$ cat src/core/dsrs_consts.vh
/*
 Named constants of the disk read sector sequencer: register map,
 control field positions, function codes, sector geometry, CRC and
 timeout figures. Definitions only; included by the CRC and sequencer files and the bench top.
*/
`ifndef DSRS_CONSTS_VH
`define DSRS_CONSTS_VH

// Register byte offsets on the APB side
`define DSRS_OFS_CTL      12'h000
`define DSRS_OFS_BUSADDR  12'h004
`define DSRS_OFS_DISKADDR 12'h008
`define DSRS_OFS_WORDCNT  12'h00c

// Control register field positions
`define DSRS_F_DRDY    0
`define DSRS_F_FN_LO   1
`define DSRS_F_FN_HI   3
`define DSRS_F_IEN     6
`define DSRS_F_RDY     7
`define DSRS_F_DS_LO   8
`define DSRS_F_DS_HI   9
`define DSRS_F_EHCRC   10
`define DSRS_F_EDCRC   11
`define DSRS_F_ELATE   12
`define DSRS_F_ETMO    13
`define DSRS_F_ERR     15

// Reset values
`define DSRS_RST_WORD  16'h0000
`define DSRS_RST_FN    3'h0
`define DSRS_RST_DS    2'h0
`define DSRS_RST_BUS   32'h0000_0000

// Function codes served by this sequencer
`define DSRS_FN_READ   3'h6
`define DSRS_FN_RAW    3'h7

// Sector geometry, in bits counted from zero
`define DSRS_CNT_W     12
`define DSRS_CNT_ZERO  12'h000
`define DSRS_CNT_ONE   12'h001
`define DSRS_HDR_LAST  12'h02f
`define DSRS_DATA_LAST 12'h7ff
`define DSRS_SECT_LAST 12'h80f
`define DSRS_WORD_END  4'hf

// Serial CRC
`define DSRS_CRC_POLY  16'h8005
`define DSRS_CRC_INIT  16'h0000

// Counters and steps
`define DSRS_WORD_ONE  16'h0001
`define DSRS_BAR_STEP  16'h0002

// Operation incomplete timeout: 490 ms at 50 MHz
`define DSRS_TMO_MS    490
`define DSRS_CLK_KHZ   50000
`define DSRS_TMO_W     25
`define DSRS_TMO_ZERO  25'h0000000
`define DSRS_TMO_ONE   25'h0000001
`define DSRS_TMO_CYC   25'h175d720

`endif

$ cat src/core/dsrs_crc16.v
/*
 Serial CRC-16 register, one bit per enable, MSB first.
 Assumes the caller clears it before each field; a field that carries
 its own check word leaves zero in the register when it is good.
*/
`timescale 1ns/1ps
`default_nettype none
`include "dsrs_consts.vh"

module dsrs_crc16 #(
   parameter [15:0] POLY = `DSRS_CRC_POLY
) (
   // Clock, reset and enable
   input  wire        pclk,
   input  wire        presetn,
   input  wire        ce,
   // Control and serial data
   input  wire        clr,
   input  wire        en,
   input  wire        bit_in,
   // Running remainder
   output reg  [15:0] crc_q
);

   wire        fb_d;
   wire [15:0] crc_d;

   // Shift with feedback
   assign fb_d  = bit_in ^ crc_q[15];
   assign crc_d = {crc_q[14:0], 1'b0} ^ (fb_d ? POLY : 16'h0000);

   // Remainder register
   always @(posedge pclk or negedge presetn) begin
      if (!presetn) begin
         crc_q <= `DSRS_CRC_INIT;
      end else if (ce) begin
         if (clr) begin
            crc_q <= `DSRS_CRC_INIT;
         end else if (en) begin
            crc_q <= crc_d;
         end
      end
   end

endmodule
`default_nettype wire

$ cat src/core/dsrs_hdr_cmp.v
/*
 Serial header comparator: one incoming bit against one bit of the
 serialised disk address, latching any difference.
 Assumes the caller clears it at the start of every header.
*/
`timescale 1ns/1ps
`default_nettype none

module dsrs_hdr_cmp (
   // Clock, reset and enable
   input  wire pclk,
   input  wire presetn,
   input  wire ce,
   // Control and bits to compare
   input  wire clr,
   input  wire en,
   input  wire bit_in,
   input  wire ref_bit,
   // Sticky mismatch
   output reg  miss_q
);

   // Mismatch latch
   always @(posedge pclk or negedge presetn) begin
      if (!presetn) begin
         miss_q <= 1'b0;
      end else if (ce) begin
         if (clr) begin
            miss_q <= 1'b0;
         end else if (en && (bit_in != ref_bit)) begin
            miss_q <= 1'b1;
         end
      end
   end

endmodule
`default_nettype wire

$ cat src/core/dsrs_read_seq.v
/*
 Disk read sector sequencer: APB register slave, command sequencer for
 the read data and read without header check functions, serial header
 compare, CRC checks, FIFO write side, DMA enable and word counting.
 Assumes an external FIFO that reports half empty, an external DMA
 engine that pulses once per word moved to memory, and drive inputs
 synchronous to pclk with one strobe per serial bit.
*/
`timescale 1ns/1ps
`default_nettype none
`include "dsrs_consts.vh"

module dsrs_read_seq #(
   parameter [`DSRS_TMO_W-1:0] TMO_CYCLES = `DSRS_TMO_CYC
) (
   // Clock, reset and enable
   input  wire        pclk,
   input  wire        presetn,
   input  wire        ce,
   // APB slave
   input  wire        psel,
   input  wire        penable,
   input  wire        pwrite,
   input  wire [11:0] paddr,
   input  wire [31:0] pwdata,
   output reg  [31:0] prdata_q,
   output reg         pready_q,
   output reg         pslverr_q,
   // Drive serial side
   input  wire        drive_ready,
   input  wire        sector_pulse,
   input  wire        rd_bit_stb,
   input  wire        rd_bit,
   output reg  [1:0]  drv_sel_q,
   // FIFO write side
   input  wire        fifo_half_empty,
   output reg         fifo_wr_q,
   output reg  [15:0] fifo_wdata_q,
   // DMA side
   input  wire        dma_word_done,
   output reg         dma_en_q,
   output reg  [15:0] dma_addr_q,
   // Completion request
   output reg         irq_q
);

   // Sequencer states
   localparam [8:0] ST_IDLE  = 9'h001;
   localparam [8:0] ST_DRDY  = 9'h002;
   localparam [8:0] ST_SECT  = 9'h004;
   localparam [8:0] ST_HDR   = 9'h008;
   localparam [8:0] ST_HCHK  = 9'h010;
   localparam [8:0] ST_DATA  = 9'h020;
   localparam [8:0] ST_DCHK  = 9'h040;
   localparam [8:0] ST_DRAIN = 9'h080;
   localparam [8:0] ST_DONE  = 9'h100;

   localparam [`DSRS_TMO_W-1:0] TMO_LAST = TMO_CYCLES - `DSRS_TMO_ONE;

   reg  [8:0]             st_q;
   reg  [`DSRS_CNT_W-1:0] bit_cnt_q;
   reg  [15:0]            data_sr_q;
   reg  [15:0]            push_left_q;
   reg  [2:0]             function_q;
   reg                    interrupt_enable_bit_q;
   reg                    controller_ready_flag_q;
   reg  [15:0]            disk_address_register_q;
   reg  [15:0]            word_counter_q;
   reg                    wc_ovf_q;
   reg                    dma_on_q;
   reg                    err_hcrc_q;
   reg                    err_dcrc_q;
   reg                    err_late_q;
   reg                    err_tmo_q;
   reg  [`DSRS_TMO_W-1:0] tmo_cnt_q;
   reg  [15:0]            ctl_rd_d;
   reg  [31:0]            rd_word_d;
   reg                    mapped_d;
   wire                   idle_w;
   wire                   err_any_w;
   wire                   wr_acc_w;
   wire                   start_w;
   wire                   dar_inc_w;
   wire                   tmo_hit_w;
   wire                   raw_w;
   wire                   word_step_w;
   wire                   crc_clr_w;
   wire                   crc_en_w;
   wire                   cmp_clr_w;
   wire                   cmp_en_w;
   wire                   ref_bit_w;
   wire                   hdr_miss_w;
   wire [15:0]            crc_w;

   // Common terms
   assign idle_w    = (st_q == ST_IDLE);
   assign err_any_w = err_hcrc_q | err_dcrc_q | err_late_q | err_tmo_q;
   assign wr_acc_w  = psel & penable & pwrite & pready_q;
   assign raw_w     = (function_q == `DSRS_FN_RAW);
   assign tmo_hit_w = !idle_w && (st_q != ST_DONE) && (tmo_cnt_q == TMO_LAST);
   assign start_w   = wr_acc_w && idle_w && (paddr == `DSRS_OFS_CTL) &&
                      !pwdata[`DSRS_F_RDY];
   assign dar_inc_w = (st_q == ST_DCHK) && !tmo_hit_w && !raw_w &&
                      (crc_w == `DSRS_CRC_INIT);
   assign word_step_w = dma_word_done && dma_en_q && !wc_ovf_q;

   // CRC over header and data fields, each with its check word
   assign crc_clr_w = (st_q == ST_SECT) || (st_q == ST_HCHK);
   assign crc_en_w  = rd_bit_stb && ((st_q == ST_HDR) || (st_q == ST_DATA));
   // serial address compare on first header word
   assign cmp_clr_w = (st_q == ST_SECT);
   assign cmp_en_w  = rd_bit_stb && (st_q == ST_HDR) &&
                      (bit_cnt_q[`DSRS_CNT_W-1:4] == 8'h00);
   assign ref_bit_w = disk_address_register_q[~bit_cnt_q[3:0]];

   // CRC checker shared by header and data fields
   dsrs_crc16 #(
      .POLY    (`DSRS_CRC_POLY)
   ) u_crc (
      .pclk    (pclk),
      .presetn (presetn),
      .ce      (ce),
      .clr     (crc_clr_w),
      .en      (crc_en_w),
      .bit_in  (rd_bit),
      .crc_q   (crc_w)
   );

   // Header address comparator
   dsrs_hdr_cmp u_cmp (
      .pclk    (pclk),
      .presetn (presetn),
      .ce      (ce),
      .clr     (cmp_clr_w),
      .en      (cmp_en_w),
      .bit_in  (rd_bit),
      .ref_bit (ref_bit_w),
      .miss_q  (hdr_miss_w)
   );

   // Control register read image
   always @* begin
      ctl_rd_d = `DSRS_RST_WORD;
      ctl_rd_d[`DSRS_F_DRDY] = drive_ready;
      ctl_rd_d[`DSRS_F_FN_HI:`DSRS_F_FN_LO] = function_q;
      ctl_rd_d[`DSRS_F_IEN] = interrupt_enable_bit_q;
      ctl_rd_d[`DSRS_F_RDY] = controller_ready_flag_q;
      ctl_rd_d[`DSRS_F_DS_HI:`DSRS_F_DS_LO] = drv_sel_q;
      ctl_rd_d[`DSRS_F_EHCRC] = err_hcrc_q;
      ctl_rd_d[`DSRS_F_EDCRC] = err_dcrc_q;
      ctl_rd_d[`DSRS_F_ELATE] = err_late_q;
      ctl_rd_d[`DSRS_F_ETMO] = err_tmo_q;
      ctl_rd_d[`DSRS_F_ERR] = err_any_w;
   end

   // Read data and address decode
   always @* begin
      rd_word_d = `DSRS_RST_BUS;
      mapped_d  = 1'b1;
      case (paddr)
         `DSRS_OFS_CTL: begin
            rd_word_d[15:0] = ctl_rd_d;
         end
         `DSRS_OFS_BUSADDR: begin
            rd_word_d[15:0] = dma_addr_q;
         end
         `DSRS_OFS_DISKADDR: begin
            rd_word_d[15:0] = disk_address_register_q;
         end
         `DSRS_OFS_WORDCNT: begin
            rd_word_d[15:0] = word_counter_q;
         end
         default: begin
            mapped_d = 1'b0;
         end
      endcase
   end

   // APB answer: captured in setup, presented in the access cycle
   always @(posedge pclk or negedge presetn) begin
      if (!presetn) begin
         prdata_q  <= `DSRS_RST_BUS;
         pready_q  <= 1'b0;
         pslverr_q <= 1'b0;
      end else if (ce) begin
         pready_q  <= psel && !penable;
         pslverr_q <= psel && !penable && !mapped_d;
         if (psel && !penable && !pwrite) begin
            prdata_q <= rd_word_d;
         end
      end
   end

   // Command fields; writes while busy are refused
   always @(posedge pclk or negedge presetn) begin
      if (!presetn) begin
         function_q             <= `DSRS_RST_FN;
         interrupt_enable_bit_q <= 1'b0;
         drv_sel_q              <= `DSRS_RST_DS;
      end else if (ce) begin
         if (wr_acc_w && idle_w && (paddr == `DSRS_OFS_CTL)) begin
            function_q <= pwdata[`DSRS_F_FN_HI:`DSRS_F_FN_LO];
            interrupt_enable_bit_q <= pwdata[`DSRS_F_IEN];
            drv_sel_q <= pwdata[`DSRS_F_DS_HI:`DSRS_F_DS_LO];
         end
      end
   end

   // Disk address register: loaded when idle, bumped per good sector except in raw read
   always @(posedge pclk or negedge presetn) begin
      if (!presetn) begin
         disk_address_register_q <= `DSRS_RST_WORD;
      end else if (ce) begin
         if (wr_acc_w && idle_w && (paddr == `DSRS_OFS_DISKADDR)) begin
            disk_address_register_q <= pwdata[15:0];
         end else if (dar_inc_w) begin
            disk_address_register_q <= disk_address_register_q +
                                       `DSRS_WORD_ONE;
         end
      end
   end

   // Word counter and memory address, stepped per word to memory
   always @(posedge pclk or negedge presetn) begin
      if (!presetn) begin
         word_counter_q <= `DSRS_RST_WORD;
         wc_ovf_q       <= 1'b1;
         dma_addr_q     <= `DSRS_RST_WORD;
      end else if (ce) begin
         if (wr_acc_w && idle_w && (paddr == `DSRS_OFS_WORDCNT)) begin
            word_counter_q <= pwdata[15:0];
            wc_ovf_q       <= (pwdata[15:0] == `DSRS_RST_WORD);
         end else if (word_step_w) begin
            word_counter_q <= word_counter_q - `DSRS_WORD_ONE;
            wc_ovf_q       <= (word_counter_q == `DSRS_WORD_ONE);
         end
         if (wr_acc_w && idle_w && (paddr == `DSRS_OFS_BUSADDR)) begin
            dma_addr_q <= pwdata[15:0];
         end else if (word_step_w) begin
            dma_addr_q <= dma_addr_q + `DSRS_BAR_STEP;
         end
      end
   end

   // Operation incomplete timeout, restarted on start and per good sector outside raw read
   always @(posedge pclk or negedge presetn) begin
      if (!presetn) begin
         tmo_cnt_q <= `DSRS_TMO_ZERO;
      end else if (ce) begin
         // restart on command and on a good sector outside raw read
         if (start_w || dar_inc_w || idle_w) begin
            tmo_cnt_q <= `DSRS_TMO_ZERO;
         end else if (!tmo_hit_w) begin
            tmo_cnt_q <= tmo_cnt_q + `DSRS_TMO_ONE;
         end
      end
   end

   // DMA enable, held off by overflow and by any error
   always @(posedge pclk or negedge presetn) begin
      if (!presetn) begin
         dma_en_q <= 1'b0;
      end else if (ce) begin
         dma_en_q <= dma_on_q && !wc_ovf_q && !err_any_w;
      end
   end

   // Command sequencer
   always @(posedge pclk or negedge presetn) begin
      if (!presetn) begin
         st_q                    <= ST_IDLE;
         bit_cnt_q               <= `DSRS_CNT_ZERO;
         data_sr_q               <= `DSRS_RST_WORD;
         push_left_q             <= `DSRS_RST_WORD;
         controller_ready_flag_q <= 1'b1;
         dma_on_q                <= 1'b0;
         err_hcrc_q              <= 1'b0;
         err_dcrc_q              <= 1'b0;
         err_late_q              <= 1'b0;
         err_tmo_q               <= 1'b0;
         fifo_wr_q               <= 1'b0;
         fifo_wdata_q            <= `DSRS_RST_WORD;
         irq_q                   <= 1'b0;
      end else if (ce) begin
         fifo_wr_q <= 1'b0;
         if (tmo_hit_w) begin
            err_tmo_q <= 1'b1;
            st_q      <= ST_DONE;
         end else begin
            case (st_q)
               ST_IDLE: begin
                  if (start_w) begin
                     controller_ready_flag_q <= 1'b0;
                     irq_q       <= 1'b0;
                     err_hcrc_q  <= 1'b0;
                     err_dcrc_q  <= 1'b0;
                     err_late_q  <= 1'b0;
                     err_tmo_q   <= 1'b0;
                     push_left_q <= word_counter_q;
                     case (pwdata[`DSRS_F_FN_HI:`DSRS_F_FN_LO])
                        `DSRS_FN_READ: st_q <= ST_DRDY;
                        `DSRS_FN_RAW:  st_q <= ST_DRDY;
                        default:       st_q <= ST_DONE;
                     endcase
                  end
               end
               ST_DRDY: begin
                  if (drive_ready) begin
                     dma_on_q <= 1'b1;
                     st_q     <= ST_SECT;
                  end
               end
               ST_SECT: begin
                  bit_cnt_q <= `DSRS_CNT_ZERO;
                  // act on the next sector pulse
                  if (sector_pulse) begin
                     if (!raw_w) begin
                        st_q <= ST_HDR;
                     end else if (fifo_half_empty) begin
                        st_q <= ST_DATA;
                     end else begin
                        err_late_q <= 1'b1;
                        st_q       <= ST_DONE;
                     end
                  end
               end
               ST_HDR: begin
                  if (rd_bit_stb) begin
                     bit_cnt_q <= bit_cnt_q + `DSRS_CNT_ONE;
                     if (bit_cnt_q == `DSRS_HDR_LAST) begin
                        st_q <= ST_HCHK;
                     end
                  end
               end
               ST_HCHK: begin
                  bit_cnt_q <= `DSRS_CNT_ZERO;
                  // no match, search the next header
                  if (hdr_miss_w) begin
                     st_q <= ST_SECT;
                  end else if (crc_w != `DSRS_CRC_INIT) begin
                     // error only on a matching header
                     err_hcrc_q <= 1'b1;
                     st_q       <= ST_DONE;
                  end else if (!fifo_half_empty) begin
                     // no room, catch it next revolution
                     st_q <= ST_SECT;
                  end else begin
                     st_q <= ST_DATA;
                  end
               end
               ST_DATA: begin
                  // same path for the raw read
                  if (rd_bit_stb) begin
                     bit_cnt_q <= bit_cnt_q + `DSRS_CNT_ONE;
                     data_sr_q <= {data_sr_q[14:0], rd_bit};
                     if ((bit_cnt_q[3:0] == `DSRS_WORD_END) &&
                         (bit_cnt_q <= `DSRS_DATA_LAST)) begin
                        fifo_wr_q    <= 1'b1;
                        fifo_wdata_q <= {data_sr_q[14:0], rd_bit};
                        if (push_left_q != `DSRS_RST_WORD) begin
                           push_left_q <= push_left_q - `DSRS_WORD_ONE;
                        end
                     end
                     if (bit_cnt_q == `DSRS_SECT_LAST) begin
                        st_q <= ST_DCHK;
                     end
                  end
               end
               ST_DCHK: begin
                  // data check word at sector end
                  if (crc_w != `DSRS_CRC_INIT) begin
                     err_dcrc_q <= 1'b1;
                     st_q       <= ST_DONE;
                  end else if (push_left_q == `DSRS_RST_WORD) begin
                     st_q <= ST_DRAIN;
                  end else begin
                     // next sector on the next pulse
                     st_q <= ST_SECT;
                  end
               end
               ST_DRAIN: begin
                  if (wc_ovf_q) begin
                     st_q <= ST_DONE;
                  end
               end
               ST_DONE: begin
                  controller_ready_flag_q <= 1'b1;
                  dma_on_q <= 1'b0;
                  irq_q    <= interrupt_enable_bit_q;
                  st_q     <= ST_IDLE;
               end
               default: begin
                  st_q <= ST_IDLE;
               end
            endcase
         end
      end
   end

endmodule
`default_nettype wire

$ cat config.mk
export PLATFORM = sky130hd
export DESIGN_NAME = dsrs_read_seq
export DESIGN_NICKNAME = d
export VERILOG_FILES = /design/src/core/dsrs_crc16.v /design/src/core/dsrs_hdr_cmp.v /design/src/core/dsrs_read_seq.v
export VERILOG_INCLUDE_DIRS = /design/src /design/src/core
export SDC_FILE = /design/constraint.sdc
export NUM_CORES = 1
export LEC_CHECK = 0
export BUFFER_PORTS_ARGS = -buffer_cell sky130_fd_sc_hd__buf_2
export CAP_MARGIN = 5
export CORE_AREA = 3 3 162 179
export DETAILED_ROUTE_END_ITERATION = 8
export DIE_AREA = 0 0 165 182
export PLACE_DENSITY = 0.63
export SYNTH_ARGS = -nofsm -noshare
export SYNTH_HDL_FRONTEND = slang
export SYNTH_HIERARCHICAL = 1
export SYNTH_SLANG_ARGS = --single-unit
$ cat constraint.sdc
create_clock -name pclk -period 3.16 [get_ports pclk]
set_input_delay 0.474 -clock pclk [delete_from_list [all_inputs] [get_ports pclk]]
set_output_delay 0.474 -clock pclk [all_outputs]
set_load 0.005 [all_outputs]
==> flow_summary.yaml <==
outcome:
  status: "finished, violations left"
  violations: "hold timing"
sta:
  slew_viol_final: 0
  setup_viol: 0
  maxSlewHeadroom_pct: 33.4
  finalSetupTns_ns: 0
  tightestPinTransition_ns: 0.999
  worst_clock_skew_ns: 0.0134
  rsz0062_at_grt: "false"
  hold_violations: 3
  fin_crit_sh_pct: 89.9
  clock.fmax_mhz: 352
  post-route-min-period_ns: 2.84
  setup_ws_ns: 0.319
  hold-worst-slack_ns: -0.00889
synth:
  async_flop_share_pct: 100
  synth-edff-count: 0
  synth_cells: 1161
  syn_area_per_cell_um2: 9.35
  ys_types: 82
  ys_ff_latch: 192
  synthFlopType: "dfrtp_1"
  yosysWarnings: 6
  syn-cell-area_um2: 10900
  ys_seq_area_share_pct: 44.3
placed_design:
  place_congestion: 0.921
  port_buffers: 94
  placedCellCount: 1587
  placedInstanceArea_um2: 11800
  dp_slack_ns: 0.221
  post-dp-hpwl_mm: 22.7
routing:
  dr.pass1.iters: 6
  vias_per_cell: 5.89
  first_iter_violations: 922
  num_vias: 9544
  wl_per_cell_um: 19.6
  wl_mm: 31.7
  postRouteAntennaNets: 0
  drc: 0
worst_setup_path:
  cp_slowest_cell: "nor4_1"
  cp_data_arrival_time_ns: 3.12
  cp-end-kind: "register"
  crit_fanout: 13
  crit_type: "register to register"
  path_cells: "nor4_4 -> buf_4 -> nand4_2 -> nor4_1 -> nand2_1 -> o311ai_0 -> o21ai_0"
  critPathLaunchType: "register"
  slowest_delay_ns: 0.61
  critPathRequiredTime_ns: 3.44
layout:
  design_area_um2: 12400
  utilization_pct: 45.5
  mostFrequentLayoutCell: "dfrtp_1"
  nNetsFinal: 1313
  final_cell_mix: "dfrtp_1 (189), nand2_1 (124), o21ai_0 (107), buf_2 (93), nor2_1 (76)"
  num-fill-cells: 2601
  num_antenna_cells: 0
  synthToLayoutAreaGrowth_pct: 13.9
  drive_gt1_share_pct: 20.5
  instances_no_fill: 1619
cts:
  cts-hold-fix-buffers: 0
  cts.clk_slew.worst_paths_ns: 0.08
  cts_max_level: 4
  cts_buffers: 17
  cts-root-buf: "clkbuf_16"
  clock_path_buffers: 2
  clkLatencyLatePin_ns: 0.44
  cts_setup_buffers: 0
  tritoncts: "built"
  clkSinkCount: 192
  cts.repair.resized: 0
grt:
  grt_pass1_vias: 8978
  grt_pass1_wl_mm: 50.6
  grt_max_degree: 74
  grtUsageTotal_pct: 21.3
  antenna_found_initial: 0
  grt_overflow: 0
floorplan:
  die_width_um: 165
  die_area_um2: 30000
  initial_core_util_pct: 39.9
  fp.dieH_um: 182
  pin_count: 127
  core_um2: 27200
  placementRows: 63
power:
  power_density_nw_per_um2: 534
  p_sw_mw: 2.18
  combinationalPowerShare_pct: 20.0
  power_mw: 6.61
  netSwitchingFraction_pct: 33.0
  seq_power_share_pct: 45.9
  power_frac_clock_pct: 34.0
  cellInternalPower_mw: 4.43
  peakVddDrop_mv: 0.343
  leakage_nw: 5.45
run:
  cap_violations: 0
min_path:
  hp-class: "input port to asynchronous set/reset pin"
==> state kept, by name, summed over array words and instances (netlist names), 2 cells and up <==
signal and count:
u_crc/crc_q 16, data_sr_q 15, push_left_q 16, disk_address_register_q 16, prdata_q 16, fifo_wdata_q 16
function_q 3, word_counter_q 16, tmo_cnt_q 25, bit_cnt_q 12, st_q 9, drv_sel_q 2
dma_addr_q 16
==> power groups by stage <==
stage | clock network, mW | logic, mW | registers (mW)
finish | 2.25 | 1.32 | 3.03
global route | 2.40 | 1.49 | 3.08
CTS | 2.29 | 1.32 | 3.03
detailed placement | 0 | 1.32 | 3.08
global placement | 0 | 1.29 | 3.07
floorplan | 0 | 0.983 | 2.94
==> layout make-up <==
class / instances / area [um2] / area share, %
clock inverter: 15 / 175 / 1.42
tap: 357 / 447 / 3.61
sequential: 192 / 4810 / 38.9
clock buffer: 17 / 425 / 3.44
timing repair buffer: 129 / 767 / 6.20
multi-input combinational: 880 / 5640 / 45.6
inverter: 29 / 109 / 0.880
==> kinds of logic after synthesis <==
kind of cell / Yosys count / share of synthesized area, %
buffers and inverters: 104 / 4.44
xor gates and xnor gates: 18 / 1.45
DFF: 192 / 44.3
muxes: 65 / 8.57
and+or+nand+nor: 463 / 22.4
other: 1 / 0.0345
AOI/OAI and AO/OA: 310 / 17.9
adders and majority gates: 8 / 0.922
==> per-layer routing <==
layer	global-route usage, %	up-vias	part of all wire [%]
met5	0	-	0
met4	8.12	0	3.2
met3	4.11	75	6.6
met2	32.3	366	46
met1	30.2	4648	44
li1	-	4455	-
==> worst paths after layout <==
path,start,to,slack (ns),cells after the start
min in group pclk,pwdata[0],dma_addr_q[0],0.33,3
worst max-delay path,st_q[5],disk_address_register_q[6],0.32,7
worst max register to register,st_q[5],disk_address_register_q[6],0.32,7
max in group asynchronous,presetn,tmo_cnt_q[17],2.39,2
worst min register to register,prdata_q[9],prdata_q[9],0.48,2
worst min-delay path,presetn,disk_address_register_q[13],-0.009,1
==> cell usage after synthesis, types with 7 or more instances <==
library cell / instances / share of area [%]
dfrtp_1: 189 / 44
nand2_1: 124 / 4.3
o21ai_0: 107 / 4.9
nor2_1: 76 / 2.6
a21oi_1: 67 / 3.1
nand3_1: 57 / 2.6
clkbuf_1: 44 / 1.5
nor3_1: 41 / 1.9
mux2_2: 40 / 4.1
inv_1: 29 / 1.0
nor4_1: 26 / 1.5
nand2b_1: 22 / 1.3
nand4_1: 21 / 1.2
buf_4: 20 / 1.4
mux4_2: 18 / 3.7
and3_1: 17 / 0.98
o31ai_1: 17 / 1.2
a22oi_1: 15 / 1.0
o21ai_1: 14 / 0.65
or3_1: 14 / 0.81
xnor2_1: 12 / 0.97
a31oi_1: 9 / 0.52
o22ai_1: 9 / 0.52
a22o_1: 8 / 0.65
ha_1: 8 / 0.92
o311ai_0: 8 / 0.65
and4_1: 7 / 0.56
buf_2: 7 / 0.32
nand4b_1: 7 / 0.56
o211ai_1: 7 / 0.48
==> worst max-delay path: cells and delay by family (launching register included) <==
kind                   cells  cell delay, ns
buffers and inverters      1            0.18
flip-flops                 1            0.48
AND/OR/NAND/NOR            4            1.63
AO/OA/AOI/OAI              2            0.39
(Power assumes the default switching activity.)
